<file path="config.mk">
export PLATFORM = sky130hd
export DESIGN_NAME = alu_subtract_skip_ops
export DESIGN_NICKNAME = d
export VERILOG_FILES = /design/src/alu_core.v /design/src/alu_subtract_skip_ops.v
export VERILOG_INCLUDE_DIRS = /design/src /design/src/src
export SDC_FILE = /design/constraint.sdc
export NUM_CORES = 1
export LEC_CHECK = 0
export BUFFER_PORTS_ARGS = -buffer_cell sky130_fd_sc_hd__buf_2
export CORE_UTILIZATION = 30
export DETAILED_ROUTE_END_ITERATION = 8
export PLACE_DENSITY = 0.51
export SLEW_MARGIN = 20
export SYNTH_ARGS = -nofsm -noshare
export SYNTH_HDL_FRONTEND = slang
export SYNTH_SLANG_ARGS = --single-unit
</file>
<file path="constraint.sdc">
create_clock -name clk_i -period 11.15 [get_ports clk_i]
set_input_delay 0.5575 -clock clk_i [delete_from_list [all_inputs] [get_ports clk_i]]
set_output_delay 0.5575 -clock clk_i [all_outputs]
set_load 0.02 [all_outputs]
</file>
<file path="src/alu_subtract_skip_map.vh">
// Purpose: Constants for the subtract, skip and bit execution block
// Assumes: 8-bit data path, 8-entry data memory of flip-flops
// Notes:   Opcodes are local encodings of the operation select port
`ifndef ALU_SUBTRACT_SKIP_MAP_VH
`define ALU_SUBTRACT_SKIP_MAP_VH

`define DATA_W        8
`define OP_W          4
`define MEM_AW        3
`define MEM_DEPTH     8
`define BIT_SEL_W     3
`define FLAG_W        4

// Operation codes
`define OP_NOP        4'h0
`define OP_RRC_ACC    4'h1
`define OP_SBC_ACC    4'h2
`define OP_SBC_MEM    4'h3
`define OP_SUB_ACC    4'h4
`define OP_SUB_MEM    4'h5
`define OP_SUB_IMM    4'h6
`define OP_DEC_SKIP   4'h7
`define OP_DEC_ACC    4'h8
`define OP_INC_SKIP   4'h9
`define OP_INC_ACC    4'hA
`define OP_SET_BYTE   4'hB
`define OP_SET_BIT    4'hC
`define OP_BIT_SKIP   4'hD
`define OP_SWAP       4'hE

// Flag vector layout {ov, z, ac, c}
`define FLAG_C        0
`define FLAG_AC       1
`define FLAG_Z        2
`define FLAG_OV       3

// Reset values and byte constants
`define ACC_RST       8'h00
`define MEM_RST       8'h00
`define FLAGS_RST     4'h0
`define ALL_ONES      8'hFF
`define ONE_BYTE      8'h01
`define ZERO_BYTE     8'h00

// Bus answer for an unmapped address
`define BUS_BAD_DATA  32'h00000000

// Register word addresses (byte offset / 4)
`define REG_ACC       4'h0
`define REG_FLAGS     4'h1
`define REG_CMD       4'h2
`define REG_STATUS    4'h3
`define REG_MEM_BASE  4'h8
`define REG_ADDR_W    4

// Command register fields
`define CMD_OP_LSB    0
`define CMD_OP_MSB    3
`define CMD_ADDR_LSB  4
`define CMD_ADDR_MSB  6
`define CMD_BIT_LSB   8
`define CMD_BIT_MSB   10
`define CMD_IMM_LSB   16
`define CMD_IMM_MSB   23

// Execution states
`define ST_W          2
`define ST_IDLE       2'h0
`define ST_EXEC       2'h1
`define ST_DUMMY      2'h2

`endif

</file>
<file path="src/alu_core.v">
// Purpose: Combinational arithmetic for one operation
// Assumes: Operands stable while the operation is presented
// Notes:   Pure function of inputs, no state
`timescale 1ns/1ps
`include "alu_subtract_skip_map.vh"
module alu_core (
  input  wire [`OP_W-1:0]      op_i,
  input  wire [`DATA_W-1:0]    acc_i,
  input  wire [`DATA_W-1:0]    mem_i,
  input  wire [`DATA_W-1:0]    imm_i,
  input  wire [`BIT_SEL_W-1:0] bit_i,
  input  wire [`FLAG_W-1:0]    flags_i,
  output reg  [`DATA_W-1:0]    result_o,
  output reg  [`FLAG_W-1:0]    flags_o,
  output reg                   to_acc_o,
  output reg                   to_mem_o,
  output reg                   skip_o
);

  reg  [`DATA_W-1:0] sub_b;
  reg                sub_cin;
  reg  [`DATA_W:0]   sum;
  reg  [4:0]         low_sum;
  reg  [`DATA_W-1:0] bit_mask;
  reg  [`DATA_W-1:0] dec_v;
  reg  [`DATA_W-1:0] inc_v;

  always @* begin
    sub_b    = (op_i == `OP_SUB_IMM) ? ~imm_i : ~mem_i;
    sub_cin  = flags_i[`FLAG_C];
    if (op_i == `OP_SUB_ACC || op_i == `OP_SUB_MEM ||
        op_i == `OP_SUB_IMM) begin
      sub_cin = 1'b1;
    end
    sum      = {1'b0, acc_i} + {1'b0, sub_b} + {8'h00, sub_cin};
    low_sum  = {1'b0, acc_i[3:0]} + {1'b0, sub_b[3:0]} + {4'h0, sub_cin};
    bit_mask = `ONE_BYTE << bit_i;
    dec_v    = mem_i - `ONE_BYTE;
    inc_v    = mem_i + `ONE_BYTE;
    result_o = `ZERO_BYTE;
    flags_o  = flags_i;
    to_acc_o = 1'b0;
    to_mem_o = 1'b0;
    skip_o   = 1'b0;
    case (op_i)
      `OP_RRC_ACC: begin
        result_o = {flags_i[`FLAG_C], mem_i[7:1]};
        flags_o[`FLAG_C] = mem_i[0];
        to_acc_o = 1'b1;
      end
      `OP_SBC_ACC, `OP_SBC_MEM, `OP_SUB_ACC, `OP_SUB_MEM,
      `OP_SUB_IMM: begin
        result_o = sum[7:0];
        // Carry set means no borrow
        flags_o[`FLAG_C]  = sum[8];
        flags_o[`FLAG_AC] = low_sum[4];
        flags_o[`FLAG_Z]  = (sum[7:0] == `ZERO_BYTE);
        flags_o[`FLAG_OV] = (acc_i[7] == sub_b[7]) &&
                            (sum[7] != acc_i[7]);
        to_mem_o = (op_i == `OP_SBC_MEM) || (op_i == `OP_SUB_MEM);
        to_acc_o = ~to_mem_o;
      end
      `OP_DEC_SKIP: begin
        result_o = dec_v;
        to_mem_o = 1'b1;
        skip_o   = (dec_v == `ZERO_BYTE);
      end
      `OP_DEC_ACC: begin
        result_o = dec_v;
        to_acc_o = 1'b1;
        skip_o   = (dec_v == `ZERO_BYTE);
      end
      `OP_INC_SKIP: begin
        result_o = inc_v;
        to_mem_o = 1'b1;
        skip_o   = (inc_v == `ZERO_BYTE);
      end
      `OP_INC_ACC: begin
        result_o = inc_v;
        to_acc_o = 1'b1;
        skip_o   = (inc_v == `ZERO_BYTE);
      end
      `OP_SET_BYTE: begin
        result_o = `ALL_ONES;
        to_mem_o = 1'b1;
      end
      `OP_SET_BIT: begin
        result_o = mem_i | bit_mask;
        to_mem_o = 1'b1;
      end
      `OP_BIT_SKIP: begin
        skip_o = |(mem_i & bit_mask);
      end
      `OP_SWAP: begin
        result_o = {mem_i[3:0], mem_i[7:4]};
        to_mem_o = 1'b1;
      end
      default: begin
        result_o = `ZERO_BYTE;
      end
    endcase
  end

endmodule // alu_core

</file>
<file path="src/alu_subtract_skip_ops.v">
// Contract
// - Rotate right through carry into accumulator
// - Subtract with borrow, to accumulator or memory
// - Subtract memory byte, to accumulator or memory
// - Subtract immediate byte into accumulator
// - True skip adds one dummy cycle
// - Decrement memory, skip if zero
// - Decrement into accumulator, skip if zero
// - Increment memory, skip if zero
// - Increment into accumulator, skip if zero
// - Set whole memory byte to ones
// - Set selected memory bit only
// - Skip when selected bit is set
// - Swap memory byte nibbles in place
//
// Purpose: Execution unit for subtract, skip and bit operations
// Assumes: Avalon-MM slave, 32-bit data, word addresses
// Notes:   Writing the command word starts one operation
`timescale 1ns/1ps
`include "alu_subtract_skip_map.vh"
module alu_subtract_skip_ops (
  input  wire                   clk_i,
  input  wire                   sys_rst_i,
  input  wire [`REG_ADDR_W-1:0] avs_address_i,
  input  wire                   avs_read_i,
  input  wire                   avs_write_i,
  input  wire [31:0]            avs_writedata_i,
  input  wire [3:0]             avs_byteenable_i,
  output reg  [31:0]            avs_readdata_o,
  output reg                    avs_waitrequest_o,
  output reg                    busy_o,
  output reg                    skip_o,
  output reg  [`DATA_W-1:0]     acc_o,
  output reg  [`FLAG_W-1:0]     flags_o
);

  reg  [`ST_W-1:0]      state_q;
  reg  [`OP_W-1:0]      op_q;
  reg  [`MEM_AW-1:0]    addr_q;
  reg  [`BIT_SEL_W-1:0] bit_q;
  reg  [`DATA_W-1:0]    imm_q;
  reg  [`DATA_W-1:0]    mem_q [0:`MEM_DEPTH-1];
  reg                   ack_q;
  reg  [`DATA_W-1:0]    mem_rd;
  wire [`DATA_W-1:0]    res;
  wire [`FLAG_W-1:0]    flags_nx;
  wire                  to_acc;
  wire                  to_mem;
  wire                  skip_now;
  wire                  req;
  wire                  mem_sel;
  wire [`MEM_AW-1:0]    bus_idx;
  wire                  cmd_wr;
  wire                  exec;
  genvar                gi;

  assign req     = (avs_read_i | avs_write_i) & ~ack_q;
  assign mem_sel = avs_address_i[3];
  assign bus_idx = avs_address_i[`MEM_AW-1:0];
  // Command start refused while an operation runs
  assign cmd_wr  = req & avs_write_i & (avs_address_i == `REG_CMD) &
                   (state_q == `ST_IDLE) & avs_byteenable_i[0];
  assign exec    = (state_q == `ST_EXEC);

  always @* begin
    mem_rd = mem_q[addr_q];
  end

  alu_core alu_core_inst (
    .op_i     (op_q),
    .acc_i    (acc_o),
    .mem_i    (mem_rd),
    .imm_i    (imm_q),
    .bit_i    (bit_q),
    .flags_i  (flags_o),
    .result_o (res),
    .flags_o  (flags_nx),
    .to_acc_o (to_acc),
    .to_mem_o (to_mem),
    .skip_o   (skip_now)
  );

  // Bus handshake: one wait cycle, then acknowledge
  always @(posedge clk_i or posedge sys_rst_i) begin
    if (sys_rst_i) begin
      ack_q             <= 1'b0;
      avs_waitrequest_o <= 1'b1;
      avs_readdata_o    <= 32'h00000000;
    end else begin
      ack_q             <= req;
      avs_waitrequest_o <= ~req;
      if (req & avs_read_i) begin
        if (mem_sel) begin
          avs_readdata_o <= {24'h000000, mem_q[bus_idx]};
        end else begin
          case (avs_address_i)
            `REG_ACC:    avs_readdata_o <= {24'h000000, acc_o};
            `REG_FLAGS:  avs_readdata_o <= {28'h0000000, flags_o};
            `REG_CMD:    avs_readdata_o <= {8'h00, imm_q, 5'h00,
                                            bit_q, 1'b0, addr_q, op_q};
            `REG_STATUS: avs_readdata_o <= {30'h00000000, skip_o,
                                            busy_o};
            default:     avs_readdata_o <= `BUS_BAD_DATA;
          endcase
        end
      end
    end
  end

  // Sequencer: idle, execute, optional dummy cycle
  always @(posedge clk_i or posedge sys_rst_i) begin
    if (sys_rst_i) begin
      state_q     <= `ST_IDLE;
      op_q        <= `OP_NOP;
      addr_q      <= {`MEM_AW{1'b0}};
      bit_q       <= {`BIT_SEL_W{1'b0}};
      imm_q       <= `ZERO_BYTE;
      busy_o      <= 1'b0;
      skip_o      <= 1'b0;
    end else begin
      case (state_q)
        `ST_IDLE: begin
          if (cmd_wr) begin
            op_q    <= avs_writedata_i[`CMD_OP_MSB:`CMD_OP_LSB];
            addr_q  <= avs_writedata_i[`CMD_ADDR_MSB:`CMD_ADDR_LSB];
            bit_q   <= avs_writedata_i[`CMD_BIT_MSB:`CMD_BIT_LSB];
            imm_q   <= avs_writedata_i[`CMD_IMM_MSB:`CMD_IMM_LSB];
            busy_o  <= 1'b1;
            skip_o  <= 1'b0;
            state_q <= `ST_EXEC;
          end
        end
        `ST_EXEC: begin
          skip_o      <= skip_now;
          if (skip_now) begin
            // Prefetched instruction is dropped here
            state_q <= `ST_DUMMY;
          end else begin
            busy_o  <= 1'b0;
            state_q <= `ST_IDLE;
          end
        end
        `ST_DUMMY: begin
          busy_o  <= 1'b0;
          state_q <= `ST_IDLE;
        end
        default: begin
          state_q <= `ST_IDLE;
          busy_o  <= 1'b0;
        end
      endcase
    end
  end

  // Accumulator and flags; ops without flag effect keep flags
  always @(posedge clk_i or posedge sys_rst_i) begin
    if (sys_rst_i) begin
      acc_o   <= `ACC_RST;
      flags_o <= `FLAGS_RST;
    end else if (exec) begin
      if (to_acc) begin
        acc_o <= res;
      end
      flags_o <= flags_nx;
    end else if (req & avs_write_i & ~mem_sel &
                 (state_q == `ST_IDLE) & avs_byteenable_i[0]) begin
      if (avs_address_i == `REG_ACC) begin
        acc_o <= avs_writedata_i[`DATA_W-1:0];
      end
      if (avs_address_i == `REG_FLAGS) begin
        flags_o <= avs_writedata_i[`FLAG_W-1:0];
      end
    end
  end

  // Data memory entries; results write back only in execute
  generate
    for (gi = 0; gi < `MEM_DEPTH; gi = gi + 1) begin : g_mem
      always @(posedge clk_i or posedge sys_rst_i) begin
        if (sys_rst_i) begin
          mem_q[gi] <= `MEM_RST;
        end else if (exec & to_mem & (addr_q == gi)) begin
          mem_q[gi] <= res;
        end else if (req & avs_write_i & mem_sel & avs_byteenable_i[0] &
                     (state_q == `ST_IDLE) & (bus_idx == gi)) begin
          mem_q[gi] <= avs_writedata_i[`DATA_W-1:0];
        end
      end
    end
  endgenerate

endmodule // alu_subtract_skip_ops

</file>
; ---- Word level (Yosys, flattened, before mapping)
; Cells that the tools add are included.
[totals]
regBits = 132
output_inout_bits = 47
elab_cells = 191
[op_classes]
n_addsub = 6
n_lt_le_gt_ge = 2
n_eq_ne = 39
shift = 1
mux = 47
n_bitwise = 40
n_reduce_logical = 35
[op_table]
columns = cell, n
row1 = $mux W8, 25
row2 = $pmux W24 S4, 1
row3 = $pmux W8 S7, 1
row4 = $bmux W8 S3, 2
row5 = $and A1 B1 Y1, 29
row6 = $eq A4 B4 Y1 const B, 7
row7 = $eq A3 B3 Y1 const B, 8
row8 = $logic_not A8 Y1, 3
row9 = $mux W24, 1
row10 = $reduce_bool A2 Y1, 12
row11 = $eq A4 B2 Y1 const B, 4
row12 = $eq A4 B3 Y1 const B, 4
row13 = $not A8 Y8, 2
row14 = $eq A3 B2 Y1 const B, 4
row15 = $mux W4, 3
row16 = $pmux W1 S2, 5
row17 = $reduce_or A5 Y1, 2
row18 = $add A8 B8 Y9, 1
row19 = $add A9 B1 Y9, 1
row20 = $reduce_and A3 Y1, 3
row21 = $add A8 B1 Y8 const B, 1
row22 = $and A8 B8 Y8, 1
row23 = $eq A4 B1 Y1 const B, 2
row24 = $ge A4 B4 Y1 const B, 2
row25 = other kinds (29), 46

; ---- Depth between registers and ports, before layout
[logic_depth]
ltp_word = 12
mapped_depth = 18

; ---- By module
; From an unflattened synthesis, not the netlist that was laid out.
[unflattened]
cells_unflattened = 845
hier_area_um2 = 8425.6
[modules_own_cells]
columns = module, instances, cells_each, area_per_inst_um2
row1 = alu_subtract_skip_ops, 1, 607, 6822.8
row2 = alu_core, 1, 238, 1602.8

; ---- Worst setup path before layout
; Ideal clock, no wire load.
[synth_timing]
path_type = register to register
startpoint = register addr_q[2]
endpoint = register acc_o[1]
setup_time_ps = 136
arrival_time_ps = 4059
t_required_ps = 11014
slack_ps = 6955
stages_incl_launch_ff = 18
path_buffers = 4
synth_period_minus_slack_ps = 4195
path_cell_list = dfrtp_1 buf_6 buf_12 buf_6 nand3b_1 o211ai_1 a21oi_1 clkbuf_1 mux2i_1 fa_1 fa_1 inv_1 a2bb2oi_1 o221ai_1 a2111oi_1 nor2_1 a21oi_1 o21ai_0
[synth_between]
elab_chain_len = 11
word_cells_on_any_way = 14
[synth_rtl]
columns = item, line
row1 = from (decl), alu_subtract_skip_ops.v:39  ; reg [`MEM_AW-1:0] addr_q;
row2 = from (signal assigned), alu_subtract_skip_ops.v:115  ; addr_q <= {`MEM_AW{1'b0}};
row3 = from (signal assigned), alu_subtract_skip_ops.v:125  ; addr_q <= avs_writedata_i[`CMD_ADDR_MSB:`CMD_ADDR_LSB];
row4 = $not A3 Y4 (not written as such) (*), alu_subtract_skip_ops.v:66  ; mem_rd = mem_q[addr_q];
row5 = $bmux W8 S3 (*), alu_subtract_skip_ops.v:66
row6 = $mux W8 (not written as such) (*) (2 in series), alu_subtract_skip_ops.v:66
row7 = $not A8 Y8, alu_core.v:29  ; sub_b = (op_i == `OP_SUB_IMM) ? ~imm_i : ~mem_i;
row8 = $mux W8, alu_core.v:29
row9 = $add A8 B8 Y9, alu_core.v:35  ; sum = {1'b0, acc_i} + {1'b0, sub_b} + {8'h00, sub_cin};
row10 = $add A9 B1 Y9, alu_core.v:35
row11 = $pmux W8 S7 (*), alu_core.v:45  ; case (op_i)
row12 = $mux W8 (*), alu_subtract_skip_ops.v:161  ; if (to_acc) begin
row13 = $mux W8 (*), alu_subtract_skip_ops.v:160  ; end else if (exec) begin
row14 = to (signal assigned), alu_subtract_skip_ops.v:158  ; acc_o <= `ACC_RST;
row15 = to (signal assigned), alu_subtract_skip_ops.v:162  ; acc_o <= res;
row16 = to (signal assigned), alu_subtract_skip_ops.v:168  ; acc_o <= avs_writedata_i[`DATA_W-1:0];
row17 = to (decl), alu_subtract_skip_ops.v:33  ; output reg [`DATA_W-1:0] acc_o,
; Mark *: on every way between the ends. The rest lies on a longest branch, timed or not. The select of a mux whose other input is x is not followed.
; A chain may end at the register's enable or synchronous reset.

; ---- Worst setup path after layout
[layout_timing]
startpoint = register op_q[2]
endpoint = register acc_o[6]
[layout_between]
elab_chain_len = 8
word_cells_on_any_way = 31
[layout_rtl]
columns = item, line
row1 = from (decl), alu_subtract_skip_ops.v:38  ; reg [`OP_W-1:0] op_q;
row2 = from (signal assigned), alu_subtract_skip_ops.v:114  ; op_q <= `OP_NOP;
row3 = from (signal assigned), alu_subtract_skip_ops.v:124  ; op_q <= avs_writedata_i[`CMD_OP_MSB:`CMD_OP_LSB];
row4 = "parallel branches: the longest is 8 deep, another holds $add A8 B8 Y9", n/a
; Parallel ways; which one is timed is not known. The select of a mux whose other input is x is not followed.

==> summary by stage <==
Clock network
The CTS tree is done. Buffers inserted to repair hold after CTS numbered 0. The count of cells resized by post-cts repair is 0. The buffer cell driving the clock tree root is sky130_fd_sc_hd__clkbuf_16. After clock tree synthesis, the clock-pin slew on the worst setup and hold paths is approximately 0.060 ns. The number of setup buffers added after CTS is 0.

The clock latency of the later-clocked register in the worst-skew pair is approximately 0.42 ns. The clock tree synthesis step divided the H-tree into 4 levels. The clock passes through at most 2 buffers. The sink count of the clock tree is 119. The number of buffers created by CTS is 17.

Route
In the routed design, unresolved DRC markers number 10. The detail-routed net length per standard cell is between 20 and 25 um. The count of vias placed by the detailed router is 6920. The detailed-router iteration count before antenna repair is 8. Once detail routing completed, the nets flagged for antenna violations numbered 0. The detailed router finished its first iteration with around 650 violations. Dividing the detail-routed via count by the number of cells gives 5.594. Wires add up to around 27000 um.

Setup path
The critical path endpoint category is a register. For the worst setup path, the data required time is 11.41 ns. The highest fanout seen on the critical path is 21.

The critical path goes through inv_1 -> nor3_1 -> buf_4 -> mux2i_1 -> fa_1 -> fa_1 -> a21o_1 -> a21oi_1 -> o21bai_1 -> a21oi_1 -> xor2_1 -> o21ai_0 -> a221oi_2 -> o221ai_1. The slack of the worst reg-to-reg path is 6.08 ns. The number of cell instances on the worst register-to-register path is 14. On the worst path, the slowest cell contributes a delay of 0.80 ns.

For the worst setup path, the data arrival time is approximately 5.3 ns. In this run the worst setup path begins at op_q[2]$_DFFE_PP0P_. The endpoint of the lowest-slack register-to-register path is acc_o[6]$_DFFE_PP0P_. The worst setup path category is register to register. The launch point of the worst reg-to-reg path is op_q[2]$_DFFE_PP0P_. The type of element launching the critical path is a register. The cell at the slowest stage of the critical path is sky130_fd_sc_hd__dfrtp_1.

GRT
The number of antenna violations at the first check in global routing is 1. The global routing usage summed across all routing layers is 19.81%. Entering global routing, the biggest net connects 63 pins. The first global-routing pass estimated 41780 um of wire. The number of global-route vias before repair is 6626.

After global routing the overflow that remains totals 0.

Synth
After Yosys synthesis, full adders, half adders and majority gates account for roughly 2.2% of the synthesized area. The flip-flop and latch count after synthesis is 119. The number of enable-type register cells in the synthesized netlist is 0.

The XOR/XNOR share of the synthesized area is 1.513%. The number of cells produced by synthesis is approximately 860. The distinct cell type count of the synthesized netlist is between 70 and 80. After synthesis, the share of flip-flops with an asynchronous set or reset is 100.0%.

The primary flip-flop cell chosen by synthesis mapping is sky130_fd_sc_hd__dfrtp_1. The multiplexer area fraction after synthesis is between 10% and 20%. The synthesized netlist devotes between 10 and 15% of its cell area to simple gates. Yosys printed 0 warnings. The share of the Yosys chip area taken by registers is 36.76%.

Summing the areas of all compound-gate instances in the mapped netlist gives between 20 and 25% of the synthesized area. The post-synthesis area per instance is 9.467 um2. In this run the cell area of the synthesized design comes to 8104 um2.

After synthesis, the largest family of logic cells by area is compound AO/OA/AOI/OAI gates.

Floorplan
The core region is 26280 um2. From left edge to right edge, the die measures 166.4 um. The I/O pin count is 91.

The initial standard-cell utilization of the core is 30.84%. In this run the core area contains between 50 and 60 standard-cell rows. The area enclosed by the die boundary is 27670 um2. The chip height is 166.4 um.

Finish
The growth of design area from synthesis to finish is 14.37%. The post-route cell area is 9269 um2. The ratio of cells with drive above 1 in the final layout is between 20% and 30%.

Once layout is complete, the utilization of the core stands at 35.27%. The count of nets after finishing is 944. The count of cells in the finished layout, fillers not included, comes to 1237.

Run
The count of max-cap constraint violations is 0.

STA
The final total negative setup slack is 0 ns. For the pin with the worst max-slew slack, the measured transition is 1.096 ns. Setup violations remaining at the end of the flow were counted as 0.

The final worst hold slack is 0.2693 ns. The worst path in the final design needs a cycle of 5.065 ns, including I/O delays and setup. On the final layout, the worst clock skew is a little under 0.009 ns. The normalized max-slew margin is 26.59%. Static timing analysis puts the maximum clock frequency at about 200 MHz.

The share of the clock period used by the worst path is 45.43%. The max-slew violation count is 0. The number of endpoints with negative hold slack in the final report was 0.

Setup repair after global routing left no endpoint under its margin. Setup slack on the critical path of the routed design comes to 6.085 ns.

Power
The largest voltage drop on the vdd net is 107.8 uV. In this run the power density over the cells is 230.6 nW/um2. The analysis attributes to cell leakage a power of 3.937 nW.

The internal power consumption is 1.241 mW. Net switching is 41.95% of the power. In this run, the combinational gates consume between 40% and 50% of the power. The power after layout is 2.137 mW. The net switching power is between 0.8 and 0.9 mW. The clock share of power is ~28%. The share of power burned in registers is 28.5%.

Run status
The final reports fail on DRC. The flow ran to the end, but the final reports show violations.

Worst hold path
The path class of the lowest-slack min-delay path is input port to async pin.

Place
Timing analysis after detailed placement gives a worst setup slack of ~6.2 ns. Summing all placed instances gives a cell area of about 8600 um2. The placer congestion estimate is 0.8808. After legalization and detailed placement, the total HPWL measured 18370 um. In this run the tool buffered the top-level ports with 61 buffer cells. Once placement completed, the tool counted placed cells totaling 1204.
==> cell type report <==
| class | instances | area, um2 |
|---|---|---|
| multi-input cells | 651 | 4711 |
| fillers | 2695 | 17010 |
| clock inverters | 15 | 202.7 |
| flip-flops and latches | 119 | 2979 |
| well taps | 335 | 419.2 |
| clock buffers | 17 | 425.4 |
| diodes | 1 | 2.502 |
| inverters | 17 | 66.31 |
| repair buffers | 82 | 462.9 |
==> per-layer routing <==
metal | vias up | track usage [%] | wire length, um
met3 | 26 | 3.337 | 1479
met2 | 232 | 30.78 | 12330
li1 | 3208 | - | -
met1 | 3454 | 28.30 | 12490
met5 | - | 0 | 0
met4 | 0 | 5.395 | 464
==> worst max-delay path by stage <==
stage          cells past startpoint              endpoint  slack, ns
2_1_floorplan                     17  acc_o[1]$_DFFE_PP0P_       6.95
3_3_place_gp                      15  acc_o[6]$_DFFE_PP0P_       6.21
3_5_place_dp                      15  acc_o[6]$_DFFE_PP0P_       6.20
4_1_cts                           15  acc_o[6]$_DFFE_PP0P_       6.15
5_1_grt                           14  acc_o[6]$_DFFE_PP0P_       5.81
6_report                          14  acc_o[6]$_DFFE_PP0P_       6.08
==> power groups by stage <==
stage | Clock, mW | Sequential (mW) | Combinational [mW]
4_1_cts | 0.605 | 0.608 | 0.921
2_1_floorplan | 0 | 0.594 | 0.654
6_report | 0.598 | 0.608 | 0.931
5_1_grt | 0.624 | 0.620 | 1.01
3_5_place_dp | 0 | 0.614 | 0.916
3_3_place_gp | 0 | 0.613 | 0.913
==> placed cells by master, fill, tap and decap left out, types with 5 or more instances in the layout <==
master and n:
sky130_fd_sc_hd__xor2_1 6, sky130_fd_sc_hd__o221ai_1 10, sky130_fd_sc_hd__a211o_1 6, sky130_fd_sc_hd__clkbuf_16 17, sky130_fd_sc_hd__o22ai_1 9, sky130_fd_sc_hd__nor3_1 22
sky130_fd_sc_hd__mux4_2 18, sky130_fd_sc_hd__ha_1 10, sky130_fd_sc_hd__a21o_1 6, sky130_fd_sc_hd__a22oi_1 14, sky130_fd_sc_hd__buf_4 21, sky130_fd_sc_hd__nand3b_1 7
sky130_fd_sc_hd__a22o_1 13, sky130_fd_sc_hd__or3_1 6, sky130_fd_sc_hd__a21oi_1 55, sky130_fd_sc_hd__buf_2 61, sky130_fd_sc_hd__xnor2_1 8, sky130_fd_sc_hd__clkinv_4 5
sky130_fd_sc_hd__nor2b_1 24, sky130_fd_sc_hd__conb_1 13, sky130_fd_sc_hd__nor2_1 52, sky130_fd_sc_hd__mux2_2 59, sky130_fd_sc_hd__nand2_1 87, sky130_fd_sc_hd__nand3_1 14
sky130_fd_sc_hd__inv_1 14, sky130_fd_sc_hd__mux2i_1 40, sky130_fd_sc_hd__o21ai_0 56, sky130_fd_sc_hd__a211oi_1 21, sky130_fd_sc_hd__nand2b_1 5, sky130_fd_sc_hd__dfrtp_1 118
==> sequential cells by signal (all words and copies together), names as in the netlist <==
name,cells
acc_o,8
ack_q,1
addr_q,3
avs_readdata_o,19
avs_waitrequest_o,1
bit_q,3
busy_o,1
flags_o,4
imm_q,8
mem_q,64
op_q,4
skip_o,1
state_q,2
==> cells in the mapped netlist, types with 7 or more instances <==
master	number	share of area, %
sky130_fd_sc_hd__mux2_2	59	8.2
sky130_fd_sc_hd__a22o_1	13	1.4
sky130_fd_sc_hd__clkbuf_1	45	2.1
sky130_fd_sc_hd__nor2b_1	25	1.9
sky130_fd_sc_hd__ha_1	10	1.5
sky130_fd_sc_hd__nand2_1	87	4.0
sky130_fd_sc_hd__o22ai_1	9	0.69
sky130_fd_sc_hd__a22oi_1	14	1.3
sky130_fd_sc_hd__a21oi_1	55	3.4
sky130_fd_sc_hd__a211oi_1	21	1.9
sky130_fd_sc_hd__nor3_1	22	1.4
sky130_fd_sc_hd__xnor2_1	8	0.86
sky130_fd_sc_hd__o21ai_0	56	3.5
sky130_fd_sc_hd__dfrtp_1	118	36
sky130_fd_sc_hd__buf_2	8	0.49
sky130_fd_sc_hd__nor2_1	52	2.4
sky130_fd_sc_hd__nand3b_1	7	0.65
sky130_fd_sc_hd__inv_1	15	0.69
sky130_fd_sc_hd__mux2i_1	40	4.9
sky130_fd_sc_hd__buf_4	15	1.4
sky130_fd_sc_hd__buf_1	8	0.37
sky130_fd_sc_hd__mux4_2	18	5.0
sky130_fd_sc_hd__nand3_1	14	0.86
sky130_fd_sc_hd__o221ai_1	10	1.1
==> cells by family after synthesis <==
kind of cell / count (synthesis)
other: 1
buffers and inverters: 98
AND/OR/NAND/NOR: 248
adder cells (fa/ha/maj): 13
AO/OA/AOI/OAI: 245
XOR/XNOR: 14
flip-flops: 119
multiplexers: 118
==> worst max-delay path: cells and delay by family, from the launching register on <==
family | cells | cell delay (ns)
multiplexers | 1 | 0.14
buffers and inverters | 2 | 0.58
adder cells (fa/ha/maj) | 2 | 0.90
XOR/XNOR | 1 | 0.30
AND/OR/NAND/NOR | 1 | 0.29
flip-flops | 1 | 0.80
AO/OA/AOI/OAI | 7 | 1.88
(Power assumes the default switching activity.)
